## src/inc/sfp_pkg.sv

```systemverilog
// Purpose: Shared constants and types of the flash command sequencer.
// Assumes: Opcodes arrive most significant bit first, one byte each.
// Notes:   Sector index comes from address bits starting at SFP_SECTOR_LSB.
package sfp_pkg;

   // ---------------------------------------------------------------
   // Opcodes
   // ---------------------------------------------------------------
   localparam logic [7:0] SFP_OP_WREN = 8'h06;
   localparam logic [7:0] SFP_OP_WRDI = 8'h04;
   localparam logic [7:0] SFP_OP_CE_A = 8'h60;
   localparam logic [7:0] SFP_OP_CE_B = 8'hc7;
   localparam logic [7:0] SFP_OP_PROT = 8'h36;
   localparam logic [7:0] SFP_OP_UNPROT = 8'h39;

   // ---------------------------------------------------------------
   // Framing and layout
   // ---------------------------------------------------------------
   localparam logic [2:0] SFP_BIT_LAST = 3'h7;
   localparam logic [2:0] SFP_ADDR_BYTES = 3'h3;
   localparam logic [2:0] SFP_FRAME_FULL = 3'h4;
   localparam int SFP_SECTOR_LSB = 16;
   localparam int SFP_NUM_SECTORS = 16;
   localparam int SFP_ERASE_CYCLES = 2000;

   // ---------------------------------------------------------------
   // Reset values
   // ---------------------------------------------------------------
   localparam logic SFP_PROT_RESET = 1'b1;
   localparam logic SFP_LATCH_RESET = 1'b0;
   localparam logic SFP_ERR_RESET = 1'b0;

   typedef enum logic [1:0] {
      SFP_IDLE = 2'b00,
      SFP_ERASE = 2'b01
   } sfp_state_type;

endpackage : sfp_pkg

```

## src/inc/sfp_prot_if.sv

```systemverilog
// Purpose: Carries protection updates between sequencer and bit bank.
// Assumes: One update request per cycle at most.
// Notes:   prot and anyProt are registered inside the bank.
interface sfp_prot_if #(
   parameter int NUM_SECTORS = 16,
   parameter int SECTOR_BITS = 4
);
   logic setReq;
   logic clrReq;
   logic [SECTOR_BITS-1:0] sectorIdx;
   logic [NUM_SECTORS-1:0] prot;
   logic anyProt;

   modport ctrl (output setReq, clrReq, sectorIdx, input prot, anyProt);
   modport bank (input setReq, clrReq, sectorIdx, output prot, anyProt);
endinterface : sfp_prot_if

```

## src/rtl/sfp_prot_bank.sv

```systemverilog
// Purpose: One protection bit per sector, all protected after reset.
// Assumes: Requests come from the sequencer on core_clk.
// Notes:   anyProt follows the bank in the same edge as the bits.
module sfp_prot_bank
   import sfp_pkg::*;
#(
   parameter int NUM_SECTORS = SFP_NUM_SECTORS
) (
   input wire logic core_clk,
   input wire logic rst,
   sfp_prot_if.bank bus
);
   logic [NUM_SECTORS-1:0] protQ;
   logic [NUM_SECTORS-1:0] protD;

   // ---------------------------------------------------------------
   // Bit bank
   // ---------------------------------------------------------------
   for (genvar i = 0; i < NUM_SECTORS; i++) begin : g_bit
      always_comb begin
         protD[i] = protQ[i];
         if (bus.setReq && bus.sectorIdx == i) begin
            protD[i] = 1'b1;
         end else if (bus.clrReq && bus.sectorIdx == i) begin
            protD[i] = 1'b0;
         end
      end
   end

   always_ff @(posedge core_clk) begin
      if (rst) begin
         protQ <= {NUM_SECTORS{SFP_PROT_RESET}};
         bus.anyProt <= SFP_PROT_RESET;
      end else begin
         protQ <= protD;
         bus.anyProt <= |protD;
      end
   end

   assign bus.prot = protQ;
endmodule : sfp_prot_bank

```

## src/rtl/sfp_sequencer.sv

```systemverilog
// Purpose: Serial command decode for erase, write latch and protection.
// Assumes: Link pins are asynchronous; serial clock far below core_clk.
// Notes:   Commands act when chip select rises; busy blocks new ones.
//
// Contract
// - Whole erase needs write latch set first
// - Two erase opcodes, no address, trailing ignored
// - Erase starts on deselect, self-timed
// - Erase needs whole opcode, byte-aligned deselect
// - Any protected sector: skip erase, clear latch
// - Busy during erase; latch cleared before end
// - Erase failure sets error flag
// - Guarded commands run only with latch set
// - Write-enable sets latch on deselect
// - Write-disable clears latch on deselect
// - Misframed enable/disable leaves latch unchanged
// - One protect bit per sector, reset protected
// - Zero allows erase, one blocks it
// - Protect command sets sector bit, clears latch
// - Unprotect command clears sector bit, clears latch
// - Short protect frame: abort, clear latch
// - Lock bit: ignore protect commands, clear latch
// - Write-protect low with lock: hard-locked
module sfp_sequencer
   import sfp_pkg::*;
#(
   parameter int NUM_SECTORS = SFP_NUM_SECTORS,
   parameter int ERASE_CYCLES = SFP_ERASE_CYCLES
) (
   input wire logic core_clk,
   input wire logic rst,
   input wire logic chipSelN,
   input wire logic serialClk,
   input wire logic serialIn,
   input wire logic writeProtectN,
   input wire logic protectionLockBit,
   input wire logic verifyFail,
   output logic writeLatchFlag,
   output logic busy,
   output logic eraseProgramErrorFlag,
   output logic [NUM_SECTORS-1:0] sectorProtect
);
   localparam int SECTOR_BITS = (NUM_SECTORS > 1) ? $clog2(NUM_SECTORS) : 1;
   localparam int TIMER_BITS = $clog2(ERASE_CYCLES + 1);
   localparam logic [TIMER_BITS-1:0] TIMER_LOAD =
      TIMER_BITS'(ERASE_CYCLES - 1);

   sfp_prot_if #(.NUM_SECTORS(NUM_SECTORS), .SECTOR_BITS(SECTOR_BITS))
      protBus ();

   sfp_prot_bank #(.NUM_SECTORS(NUM_SECTORS)) u_bank (
      .core_clk(core_clk),
      .rst(rst),
      .bus(protBus)
   );

   // ---------------------------------------------------------------
   // Pin synchronisers
   // ---------------------------------------------------------------
   // Bits: 3 chip select, 2 serial clock, 1 data, 0 write protect
   logic [3:0] pinQ1;
   logic [3:0] pinQ2;
   logic csPrevQ;
   logic sclkPrevQ;

   always_ff @(posedge core_clk) begin
      if (rst) begin
         pinQ1 <= 4'hf;
         pinQ2 <= 4'hf;
         csPrevQ <= 1'b1;
         sclkPrevQ <= 1'b1;
      end else begin
         pinQ1 <= {chipSelN, serialClk, serialIn, writeProtectN};
         pinQ2 <= pinQ1;
         csPrevQ <= pinQ2[3];
         sclkPrevQ <= pinQ2[2];
      end
   end

   logic csFall;
   logic csRise;
   logic sclkRise;
   assign csFall = csPrevQ && !pinQ2[3];
   assign csRise = !csPrevQ && pinQ2[3];
   assign sclkRise = !sclkPrevQ && pinQ2[2] && !pinQ2[3];

   // ---------------------------------------------------------------
   // Frame shifter
   // ---------------------------------------------------------------
   logic [7:0] shiftQ, shiftD;
   logic [2:0] bitCntQ, bitCntD;
   logic [2:0] byteCntQ, byteCntD;
   logic [7:0] opQ, opD;
   logic [23:0] addrQ, addrD;
   logic [7:0] newByte;

   assign newByte = {shiftQ[6:0], pinQ2[1]};

   always_comb begin
      shiftD = shiftQ;
      bitCntD = bitCntQ;
      byteCntD = byteCntQ;
      opD = opQ;
      addrD = addrQ;
      if (csFall) begin
         bitCntD = 3'h0;
         byteCntD = 3'h0;
      end else if (sclkRise) begin
         shiftD = newByte;
         bitCntD = bitCntQ + 3'h1;
         if (bitCntQ == SFP_BIT_LAST) begin
            if (byteCntQ == 3'h0) begin
               opD = newByte;
            end else if (byteCntQ <= SFP_ADDR_BYTES) begin
               addrD = {addrQ[15:0], newByte};
            end
            // Saturate so trailing bytes are ignored
            if (byteCntQ != SFP_FRAME_FULL) begin
               byteCntD = byteCntQ + 3'h1;
            end
         end
      end
   end

   always_ff @(posedge core_clk) begin
      if (rst) begin
         shiftQ <= 8'h00;
         bitCntQ <= 3'h0;
         byteCntQ <= 3'h0;
         opQ <= 8'h00;
         addrQ <= 24'h000000;
      end else begin
         shiftQ <= shiftD;
         bitCntQ <= bitCntD;
         byteCntQ <= byteCntD;
         opQ <= opD;
         addrQ <= addrD;
      end
   end

   // ---------------------------------------------------------------
   // Command execution
   // ---------------------------------------------------------------
   logic aligned;
   logic hasOp;
   logic isErase;
   logic isProt;
   logic protLocked;
   logic [SECTOR_BITS-1:0] addrSector;

   assign aligned = bitCntQ == 3'h0;
   assign hasOp = byteCntQ != 3'h0;
   assign isErase = opQ == SFP_OP_CE_A || opQ == SFP_OP_CE_B;
   assign isProt = opQ == SFP_OP_PROT || opQ == SFP_OP_UNPROT;
   // Hard lock implies soft lock, so both close the same door
   assign protLocked = protectionLockBit ||
      (protectionLockBit && !pinQ2[0]);
   assign addrSector = addrQ[SFP_SECTOR_LSB +: SECTOR_BITS];

   sfp_state_type stateQ, stateD;
   logic latchQ, latchD;
   logic errQ, errD;
   logic busyQ, busyD;
   logic [TIMER_BITS-1:0] timerQ, timerD;
   logic setReqQ, setReqD;
   logic clrReqQ, clrReqD;
   logic [SECTOR_BITS-1:0] idxQ, idxD;

   always_comb begin
      stateD = stateQ;
      latchD = latchQ;
      errD = errQ;
      busyD = busyQ;
      timerD = timerQ;
      setReqD = 1'b0;
      clrReqD = 1'b0;
      idxD = idxQ;
      case (stateQ)
         SFP_IDLE: begin
            if (csRise && hasOp) begin
               if (opQ == SFP_OP_WREN && aligned) begin
                  latchD = 1'b1;
               end else if (opQ == SFP_OP_WRDI && aligned) begin
                  latchD = 1'b0;
               end else if (isErase && aligned && latchQ) begin
                  latchD = 1'b0;
                  if (!protBus.anyProt) begin
                     stateD = SFP_ERASE;
                     busyD = 1'b1;
                     errD = 1'b0;
                     timerD = TIMER_LOAD;
                  end
               end else if (isProt && latchQ) begin
                  latchD = 1'b0;
                  if (!protLocked && aligned &&
                      byteCntQ == SFP_FRAME_FULL) begin
                     setReqD = opQ == SFP_OP_PROT;
                     clrReqD = opQ == SFP_OP_UNPROT;
                     idxD = addrSector;
                  end
               end
            end
         end
         SFP_ERASE: begin
            // Runs on core_clk alone, no serial clock needed
            if (verifyFail) begin
               errD = 1'b1;
            end
            if (timerQ == '0) begin
               stateD = SFP_IDLE;
               busyD = 1'b0;
            end else begin
               timerD = timerQ - TIMER_BITS'(1);
            end
         end
         default: begin
            stateD = SFP_IDLE;
            busyD = 1'b0;
         end
      endcase
   end

   always_ff @(posedge core_clk) begin
      if (rst) begin
         stateQ <= SFP_IDLE;
         latchQ <= SFP_LATCH_RESET;
         errQ <= SFP_ERR_RESET;
         busyQ <= 1'b0;
         timerQ <= '0;
         setReqQ <= 1'b0;
         clrReqQ <= 1'b0;
         idxQ <= '0;
      end else begin
         stateQ <= stateD;
         latchQ <= latchD;
         errQ <= errD;
         busyQ <= busyD;
         timerQ <= timerD;
         setReqQ <= setReqD;
         clrReqQ <= clrReqD;
         idxQ <= idxD;
      end
   end

   assign protBus.setReq = setReqQ;
   assign protBus.clrReq = clrReqQ;
   assign protBus.sectorIdx = idxQ;

   assign writeLatchFlag = latchQ;
   assign busy = busyQ;
   assign eraseProgramErrorFlag = errQ;
   assign sectorProtect = protBus.prot;

   logic endIdle;
   assign endIdle = csRise && hasOp && !busyQ;
endmodule : sfp_sequencer
```

## config.mk

```make
export PLATFORM = sky130hd
export DESIGN_NAME = sfp_sequencer
export DESIGN_NICKNAME = d
export VERILOG_FILES = /design/src/inc/sfp_pkg.sv /design/src/inc/sfp_prot_if.sv /design/src/rtl/sfp_prot_bank.sv /design/src/rtl/sfp_sequencer.sv
export SDC_FILE = /design/constraint.sdc
export NUM_CORES = 1
export LEC_CHECK = 0
export BUFFER_PORTS_ARGS = -buffer_cell sky130_fd_sc_hd__clkbuf_2
export CORE_MARGIN = 3
export CORE_UTILIZATION = 45
export DETAILED_ROUTE_END_ITERATION = 6
export PLACE_DENSITY = 0.75
export SLEW_MARGIN = 20
export SYNTH_ARGS = -nofsm -noshare
export SYNTH_HDL_FRONTEND = slang
export SYNTH_SLANG_ARGS = --single-unit
```

## constraint.sdc

```tcl
create_clock -name core_clk -period 1.7 [get_ports core_clk]
set_input_delay 0.17 -clock core_clk [delete_from_list [all_inputs] [get_ports core_clk]]
set_output_delay 0.17 -clock core_clk [all_outputs]
set_load 0.1 [all_outputs]
```

## Yosys cells after proc, flatten, opt, wreduce, memory -nomap -nowiden

Index checks and enable logic that the tools add are counted.
Widths: inputs -> output; s select.

| word-level totals | value |
|---|---|
| register bits after elaboration | 90 |
| output and inout port bits | 19 |

| cells by class | value |
|---|---|
| $lt $le $gt $ge | 1 |
| add/subtract/negate cells | 3 |
| reduce and logical (&&, ||, !) cells | 73 |
| muxes and demuxes | 64 |
| bitwise logic cells | 9 |
| eq/ne operators | 33 |

Operators with widths:

| cell | count |
|---|---|
| $mux 11 | 6 |
| $mux 1 | 48 |
| $logic_and 1x1->1 | 45 |
| $eq 4x4->1 const B | 8 |
| $pmux 11 s2 | 1 |
| $reduce_and 7->1 | 3 |
| $eq 4x3->1 const B | 4 |
| $eq 8x3->1 const B | 2 |
| $eq 8x6->1 const B | 2 |
| $ne 2x2->1 const B | 8 |
| $reduce_or 16->1 | 1 |
| $mux 2 | 6 |
| $logic_not 11->1 | 1 |
| $sub 11x1->11 const B | 1 |
| $not 1->1 | 9 |
| $eq 4x2->1 const B | 2 |
| $eq 8x7->1 const B | 1 |
| $eq 8x8->1 const B | 1 |
| $reduce_or 8->1 | 1 |
| $add 3x1->3 const B | 2 |
| $eq 3x3->1 const B | 2 |
| $logic_not 3->1 | 2 |
| $reduce_and 3->1 | 2 |
| $reduce_and 6->1 | 1 |
| other kinds (17) | 24 |

## Logic depth before layout (Yosys ltp)

Gate-level depths: netlist of run 1.

| logic depth | value |
|---|---|
| depth after elaboration | 9 |
| depth in mapped cells | 8 |
| mapped depth without buffers | 7 |

## Cells and area by module

From an unflattened synthesis of run 1, not the netlist that was laid out.

| second synthesis, totals | value |
|---|---|
| cells, all modules | 404 |
| area total of the unflattened synthesis | 3617.2 um^2 |

Modules (own cells, without submodules):

| module | cells an instance | area an instance (um^2) | times used | sequential area each (um^2) |
|---|---|---|---|---|
| sfp_sequencer | 290 | 2688.8 | 1 | 1221.2 |
| sfp_prot_bank | 114 | 928.4 | 1 | 340.3 |

## Worst setup path after synthesis of run 1

Ideal clock, no wire load.

| timing | value |
|---|---|
| path kind | register -> register |
| from | reg, netlist name busy |
| to | reg idxQ[0] |
| period minus slack after synthesis | 2.243 ns |
| library setup time | 0.128 ns |
| cell stages (with the launch flop) | 7 |
| slack | -0.543 ns |
| data arrival time | 2.115 ns |
| path buffers | 1 |
| cell sequence | dfxtp_1 -> clkbuf_1 -> nor2_1 -> and3_1 -> o211ai_1 -> mux2i_1 -> nor2_1 |

RTL lines:

| item | RTL line | source |
|---|---|---|
| to (signal assigned) | sfp_sequencer.sv:241 | `idxQ <= idxD;` |
| to (decl) | sfp_sequencer.sv:167 | `logic [SECTOR_BITS-1:0] idxQ, idxD;` |

## Worst setup path in the final report of run 1

| timing | value |
|---|---|
| from | reg timerQ[9] |
| to | reg timerQ[0] |

| on the way | value |
|---|---|
| cells in the longest elaborated chain, start to end | 3 |

Ends and longest elaborated chain:

| item | RTL line | source |
|---|---|---|
| from (decl) | sfp_sequencer.sv:164 | `logic [TIMER_BITS-1:0] timerQ, timerD;` |
| from (signal assigned) | sfp_sequencer.sv:238 | `timerQ <= timerD;` |
| $logic_not 11->1 | sfp_sequencer.sv:209 | `if (timerQ == '0) begin` |
| $ne 2x2->1 (no source line) | -- |  |
| $reduce_and 7->1 (no source line) | -- |  |

Every way passes these cells.
A chain may end at the register's enable or synchronous reset.

==> results of run 1 <==
kinds of logic (layout without fill, tap and decap cells):
logic type	after synthesis	count (layout)	share of synthesized area
AOI/OAI and AO/OA	89	89	0.164
xor gates and xnor gates	3	3	0.00725
adders and majority gates	9	9	0.0304
buffers and inverters	32	146	0.0379
DFF	78	78	0.430
muxes	29	29	0.0804
and+or+nand+nor	171	171	0.249
synth_stat cells, drive strengths merged (5+ instances only):
cell type  count  share of area
nand3          5         0.0069
or2           10          0.017
a21oi         31          0.043
nor2b          6          0.010
dfxtp         78           0.43
nor4           5         0.0086
mux2i         28          0.077
nand2b        13          0.022
nor3          13          0.021
inv           11          0.011
nor3b          6          0.015
nor2          49          0.051
nand2         37          0.038
a211oi         7          0.014
a311oi         7          0.017
a31oi          7          0.012
o21ai         17          0.023
clkbuf        17          0.018
ha             8          0.028
flip-flops by register name, summed over array words and instances (netlist names):
| register | flops |
|---|---|
| u_bank.bus.prot | 16 |
| addrQ | 12 |
| timerQ | 11 |
| opQ | 8 |
| shiftQ | 7 |
| idxQ | 4 |
| bitCntQ | 3 |
| byteCntQ | 3 |
| pinQ1 | 3 |
| pinQ2 | 3 |
| busy | 1 |
| clrReqQ | 1 |
| csPrevQ | 1 |
| eraseProgramErrorFlag | 1 |
| protBus.setReq | 1 |
| sclkPrevQ | 1 |
| u_bank.bus.anyProt | 1 |
| writeLatchFlag | 1 |
layer usage:
layer / track usage / share of wire
met5: 0 / 0
met4: 0.0948 / 0.040
met3: 0.0579 / 0.046
met2: 0.368 / 0.49
met1: 0.254 / 0.43
power breakdown:
group | leakage, uW | total [uW] | internal, uW | switching [uW]
logic | 0.00120 | 100 | 34.8 | 65.4
clock network | 0.000104 | 1420 | 722 | 698
registers | 0.000635 | 1840 | 1830 | 7.54
total | 0.00194 | 3360 | 2590 | 771
repair_timing:
item,4_1_cts,5_1_grt
setup buffers,3,5
hold endpoints to repair,3,0
cloned,0,1
setup endpoints to repair,19,41
hold buffers,3,0
pin swaps,9,17
gates resized for setup,19,41
through the flow:
step / total power (uW) / hold WS (ns) / instance area, um^2 / TNS [ns] / std cells
2_1_floorplan: 1950 / 0.274 / 3680 / -0.643 / 411
3_3_place_gp: 1970 / 0.352 / 4510 / -6.09 / 603
3_5_place_dp: 1970 / 0.359 / 4510 / -7.31 / 603
4_1_cts: 3370 / 0.0681 / 4840 / -1.73 / 625
5_1_grt: 3470 / 0.0891 / 5020 / -4.37 / 627
6_report: 3360 / 0.0861 / 5020 / -2.90 / 627
tightest hold or removal path, delay by kind of cell:
family,cells,cell delay [ns]
and+or+nand+nor,1,0.10
buffers and inverters,1,0.09
AOI/OAI and AO/OA,1,0.04
area by class of cell:
class,count,share of cell area
Clock buffer,11,0.0281
Clock inverter,5,0.0115
Multi-Input combinational cell,301,0.434
Tap cell,102,0.0254
Inverter,11,0.00822
Timing Repair Buffer,119,0.176
Sequential cell,78,0.317
how the worst max path moves through the flow:
| stage | slack [ns] | cells past startpoint | to |
|---|---|---|---|
| 2_1_floorplan | -0.05 | 7 | timerQ[6] |
| 3_3_place_gp | -0.56 | 7 | timerQ[6] |
| 3_5_place_dp | -0.69 | 7 | timerQ[6] |
| 4_1_cts | -0.23 | 7 | timerQ[1] |
| 5_1_grt | -0.37 | 9 | timerQ[0] |
| 6_report | -0.28 | 7 | timerQ[0] |
==> impl_results.md, run 1 <==
- Chip width: 95.8 um
- Final WS setup: -0.276 ns
- Post-Syn Area: 3630 um^2
- Mapped Nets: 427
- Layout fillers: 595
- Crit path cell chain: or4_4, o31ai_4, o41ai_4, buf_6, buf_6, nor2_2, a211oi_1
- IO Count: 27
- Total CTS buffers: 9
- FF-to-FF path depth: 7
- Worst Clk Skew: 0.0178 ns
- Power density over cell area: 669 nW/um^2
- Bufs and invs on worst path: 2
- CTS tree: built
- First-pass GRT wire length: 15700 um
- CP top delay family: simple AND/OR/NAND/NOR gates
- Critical path arrival: 2.19 ns
- P&R area growth vs syn: 38.5%
- Worst Setup End Kind: flop
- Outcome: finished, violations left
- Clk_lat worst skew: 0.36 ns
- Most common cell after layout, fill and taps aside: buf_4
- Hold_sp: rst
- Clk pin slew, worst setup/hold paths: 0.09 ns
- GPL Wtd Cong: 0.929
- DRT Wirelength: 10300 um
- Clock root buffer: clkbuf_8
- CTS Sinks: 78
- CTS Buffer Depth: 2
- Initial antenna violation count: 0
- Unrepaired setup endpoints after global routing: true
- Crit path largest cell delay: 0.58 ns
- Congestion Overflow GR: 0
- CP Launch Type: flop
- Pin count of the biggest net entering global routing: 72
- Multi-input gate area: 2180 um^2
- Worst vdd ir: 0.000438 V
- Syn. warnings: 0
- Worst path slowest cell: or4_4
- Slew HR: 0.524
- Most frequent cells in the layout: 86 x buf_4, 61 x dfxtp_1, 45 x nor2_1, 35 x nand2_1, 28 x a21oi_1
- R2r endpoint: timerQ[0]
- FF-to-FF setup slack: -0.28 ns
- Final setup fails: 18
- Failing checks: negative setup slack
- Total GRT Usage: 0.216
- Setup WS pre-CTS: -0.685 ns
- Initial core utilization: 0.467
- Core ar.: 7770 um^2
- Antenna fix cells: 0
- Post-DRT Antenna Nets: 0
- Die ar.: 9170 um^2
- # port buffers: 25
- Yosys cell types: 55
- Synthesized flop and latch total: 78
- Number of synthesized flops with an enable pin: 0
- Main synth FF type: dfxtp_1
- Mapped Cells: 411
- Post-layout util: 0.647
- Hold Path Cell Cnt: 3
- Worst-Margin Slew: 0.714 ns
- Nets: 536
- DR DRC count: 0
- Post-DP HPWL: 6410 um
- Final period utilization: 1.16
- Maxcap violations: 0
- Via count: 3559
- Max-slew violation count: 0
- Layout cells sized above 1: 0.387
- Reg area: 1590 um^2
- WS Path Type: reg -> reg
- Hold-critical path endpoint: u_bank.bus.prot[15]
- Launch point of the critical path: timerQ[9]
- Row cnt: 32
- Register area share after synthesis: 0.430
- Drt first pass iters: 5
- Via density: 5.68
- Most common cell on crit path: buf_6
- Async SR Flop Fraction: 0
- Hold Path Class: in -> reg
- Final min period: 1.98 ns
- H-tree depth: 3
- Highest Clock Rate: 506 MHz
- Starting DRC count in detailed routing: 150
- Leakage: 0.00194 uW
- Synth Area per Inst: 8.83 um^2
- Hold Vio Cnt, Final: 0
- CP Data Required Time: 1.91 ns
- Die Height: 95.8 um
- Critical path fanouts, max: 5
- Vias in the first global route: 3359
- Worst r2r src: timerQ[9]
- Routed len/inst: 16.3 um
Note: power is estimated with default switching activity, not from simulation.
==> run 2, diff against run 1 <==
--- a/config.mk
+++ b/config.mk
@@ -13,4 +13,5 @@
 export SLEW_MARGIN = 20
 export SYNTH_ARGS = -nofsm -noshare
 export SYNTH_HDL_FRONTEND = slang
+export SYNTH_HIERARCHICAL = 1
 export SYNTH_SLANG_ARGS = --single-unit
==> impl_results.md, run 2 <==
- Outcome: finished, violations left
- Failing checks: negative setup slack
- Setup TNS: -0.875 ns (+2.02 ns)
- Mapped Nets: 420 (-1.6%)
- Synth Area per Inst: 8.95 um^2 (+1.5%)
- Power density over cell area: 728 nW/um^2 (+8.8%)
- CTS Buffer Depth: 2 (unchanged)
- Bufs and invs on worst path: 1 (-1)
- NetSw: 701 uW (-9.1%)
- Syn. warnings: 6 (+6)
- DR DRC count: 0 (unchanged)
- Core ar.: 7770 um^2 (unchanged)
- Die Height: 95.7 um (-0.13%)
- Metal-1 WL: 3810 um (-13%)
- Routed len/inst: 14.8 um (-9.4%)
- Die ar.: 9150 um^2 (-0.26%)
- Number of synthesized flops with an enable pin: 0 (unchanged)
- Most instantiated cells after synthesis: 78 x dfxtp_1, 44 x nor2_1, 41 x nand2_1, 27 x mux2i_1, 22 x a21oi_1
- Clock root buffer: clkbuf_8
- Congestion Overflow GR: 0 (unchanged)
- Max reg flops: 16 (unchanged)
- Final min period: 1.84 ns (-0.136 ns)
- Yosys top cell by area: dfxtp_1
- Highest Clock Rate: 544 MHz (+7.4%)
- Row cnt: 32 (unchanged)
- P&R area growth vs syn: 28.2%
- Top sig layer: met4
- Starting DRC count in detailed routing: 170 (+13%)
- Critical path fanouts, max: 5 (unchanged)
- Drt first pass iters: 4 (-1)
- Pint: 2670 uW (+3.2%)
- GPL Wtd Cong: 0.837 (-9.9%)
- Worst vdd ir: 0.000673 V (+54%)
- Main synth FF type: dfxtp_1
- Sw Ratio: 0.208 (-0.0217)
- Initial antenna violation count: 0 (unchanged)
- Async SR Flop Fraction: 0 (unchanged)
- Register area share after synthesis: 0.432 (+0.00119)
- Post-Syn Area: 3620 um^2 (-0.28%)
- CP top delay family: compound AO/OA/AOI/OAI gates
- Nets: 486 (-9.3%)
- Total GRT Usage: 0.191 (-0.0250)
- First-pass GRT wire length: 13900 um (-11%)
- Pin count of the biggest net entering global routing: 29 (-60%)
- Post-DRT Antenna Nets: 0 (unchanged)
- Maxcap violations: 0 (unchanged)
- Vias in the first global route: 3004 (-11%)
- Metal3 WL: 387 um (-18%)
- CTS Sinks: 78 (unchanged)
- Sequential group share of total power: 0.544 (-0.003)
- H-tree depth: 3 (unchanged)
- Slew HR: 0.636 (+0.112)
- Crit path largest cell delay: 0.40 ns (-0.18 ns)
- Chip width: 95.7 um (-0.13%)
- Final hold slack: 0.0993 ns (+0.0132 ns)
- Initial core utilization: 0.466 (-0.00129)
- Crit path cell chain: nor4b_2, nand4b_1, a2111oi_4, buf_4, nor3_1, a311oi_1
- Hold Vio Cnt, Final: 0 (unchanged)
- Most common cell after layout, fill and taps aside: dfxtp_1
- Hold Path Class: in -> reg
- Leakage: 0.00170 uW (-12%)
- Via density: 5.52 (-2.8%)
- Worst Setup End Kind: flop
- Met2 wire len: 4200 um (-16%)
- Most frequent cells in the layout: 61 x dfxtp_1, 42 x nor2_1, 39 x nand2_1, 39 x buf_4, 27 x mux2i_1
- Final period utilization: 1.08 (-0.0803)
- Post-DP HPWL: 5640 um (-12%)
- Cells after DPL: 551 (-8.6%)
- Layout cells sized above 1: 0.322 (-0.0646)
- IO Count: 27 (unchanged)
- CTS tree: built
- Mapped Cells: 404 (-1.7%)
- Total CTS buffers: 9 (unchanged)
- Final setup fails: 15 (-3)
- Antenna fix cells: 0 (unchanged)
- Count leader, synth: dfxtp_1
- Yosys cell types: 68 (+24%)
- Synthesized flop and latch total: 78 (unchanged)
- Via count: 3184 (-11%)
- Yosys top cell area share: 0.432 (+0.00119)
- Final WS setup: -0.140 ns (+0.136 ns)
- Post-layout util: 0.597 (-0.0499)
- Area contributors post-synth: dfxtp_1 43%, mux2i_1 7.5%, nor2_1 4.6%
- Comb pwr share: 0.022 (-0.008)
- DRT Wirelength: 8550 um (-17%)
- Worst Clk Skew: 0.00713 ns (-0.0107 ns)
- # port buffers: 25 (unchanged)
- Clock power share: 0.434 (+0.011)
- Final Instance Count excl. Fillers: 577 (-8.0%)
- Clk_lat worst skew: 0.35 ns (about the same)
- Critical path arrival: 2.09 ns (-0.10 ns)
- WS Path Type: reg -> reg
- Max-slew violation count: 0 (unchanged)
- Worst path slowest cell: a2111oi_4
- Worst-Margin Slew: 0.548 ns (-0.166 ns)
- Clk pin slew, worst setup/hold paths: 0.08 ns (about the same)
- Setup WS pre-CTS: -0.164 ns (+0.521 ns)
- CP Data Required Time: 1.95 ns (+0.04 ns)
- Unrepaired setup endpoints after global routing: true
- CP Launch Type: flop
==> run 2: final timing paths <==
path	startpoint	end	slack [ns]	cells after the start
hold / removal	verifyFail	eraseProgramErrorFlag	0.1	3
setup / recovery	opQ[7]	timerQ[7]	-0.14	6
hold reg to reg	pinQ1[2]	pinQ2[2]	0.41	1
setup reg to reg	opQ[7]	timerQ[7]	-0.14	6
==> run 2: layout make-up <==
type                            instances  area, um^2
Fill cell                             677        3130
Multi-Input combinational cell        292        2090
Sequential cell                        78        1590
Timing Repair Buffer                   73         556
Clock buffer                           14         174
Tap cell                              102         128
Inverter                               16        60.1
Clock inverter                          2        37.5
==> run 2: power by group through the flow <==
stage | clock, uW | sequential, uW | combinational, uW
6_report | 1460 | 1830 | 75.8
3_3_place_gp | 0 | 1880 | 65.6
5_1_grt | 1570 | 1840 | 84.2
2_1_floorplan | 0 | 1880 | 46.4
4_1_cts | 1500 | 1840 | 73.4
3_5_place_dp | 0 | 1880 | 67.1
==> run 2: logic make-up (layout without fill, tap and decap cells) <==
group	count (synthesis)	count (layout)	synth area share
mux	31	31	0.0872
flops	78	78	0.432
buf+inv	34	105	0.0425
compound gates	82	82	0.152
simple gates	169	169	0.254
fa+ha+maj	8	8	0.0277
xor+xnor	2	2	0.00484
==> run 2: timing repair <==
action / in CTS / in global routing
cloned: 0 / 1
hold buffers: 3 / 0
endpoints found under the setup margin: 16 / 33
endpoints found under the hold margin: 3 / 0
gates resized for setup: 9 / 38
pin swaps: 9 / 12
buffers inserted: 2 / 4
==> run 2: tightest hold or removal path, cell delays in order <==
cell	delay, ns
clkbuf_2	0.10
a22oi_2	0.07
nor2_1	0.07
==> run 2: layer usage <==
metal,up-vias,track usage
li1,1579,-
met1,1519,0.243
met2,75,0.324
met3,11,0.0466
met4,0,0.0450
met5,-,0
==> run 2: per-stage QoR <==
stage	power, uW	area, um^2
6_report	3370	4640
5_1_grt	3490	4640
4_1_cts	3410	4420
3_5_place_dp	1950	4130
3_3_place_gp	1940	4130
2_1_floorplan	1920	3650
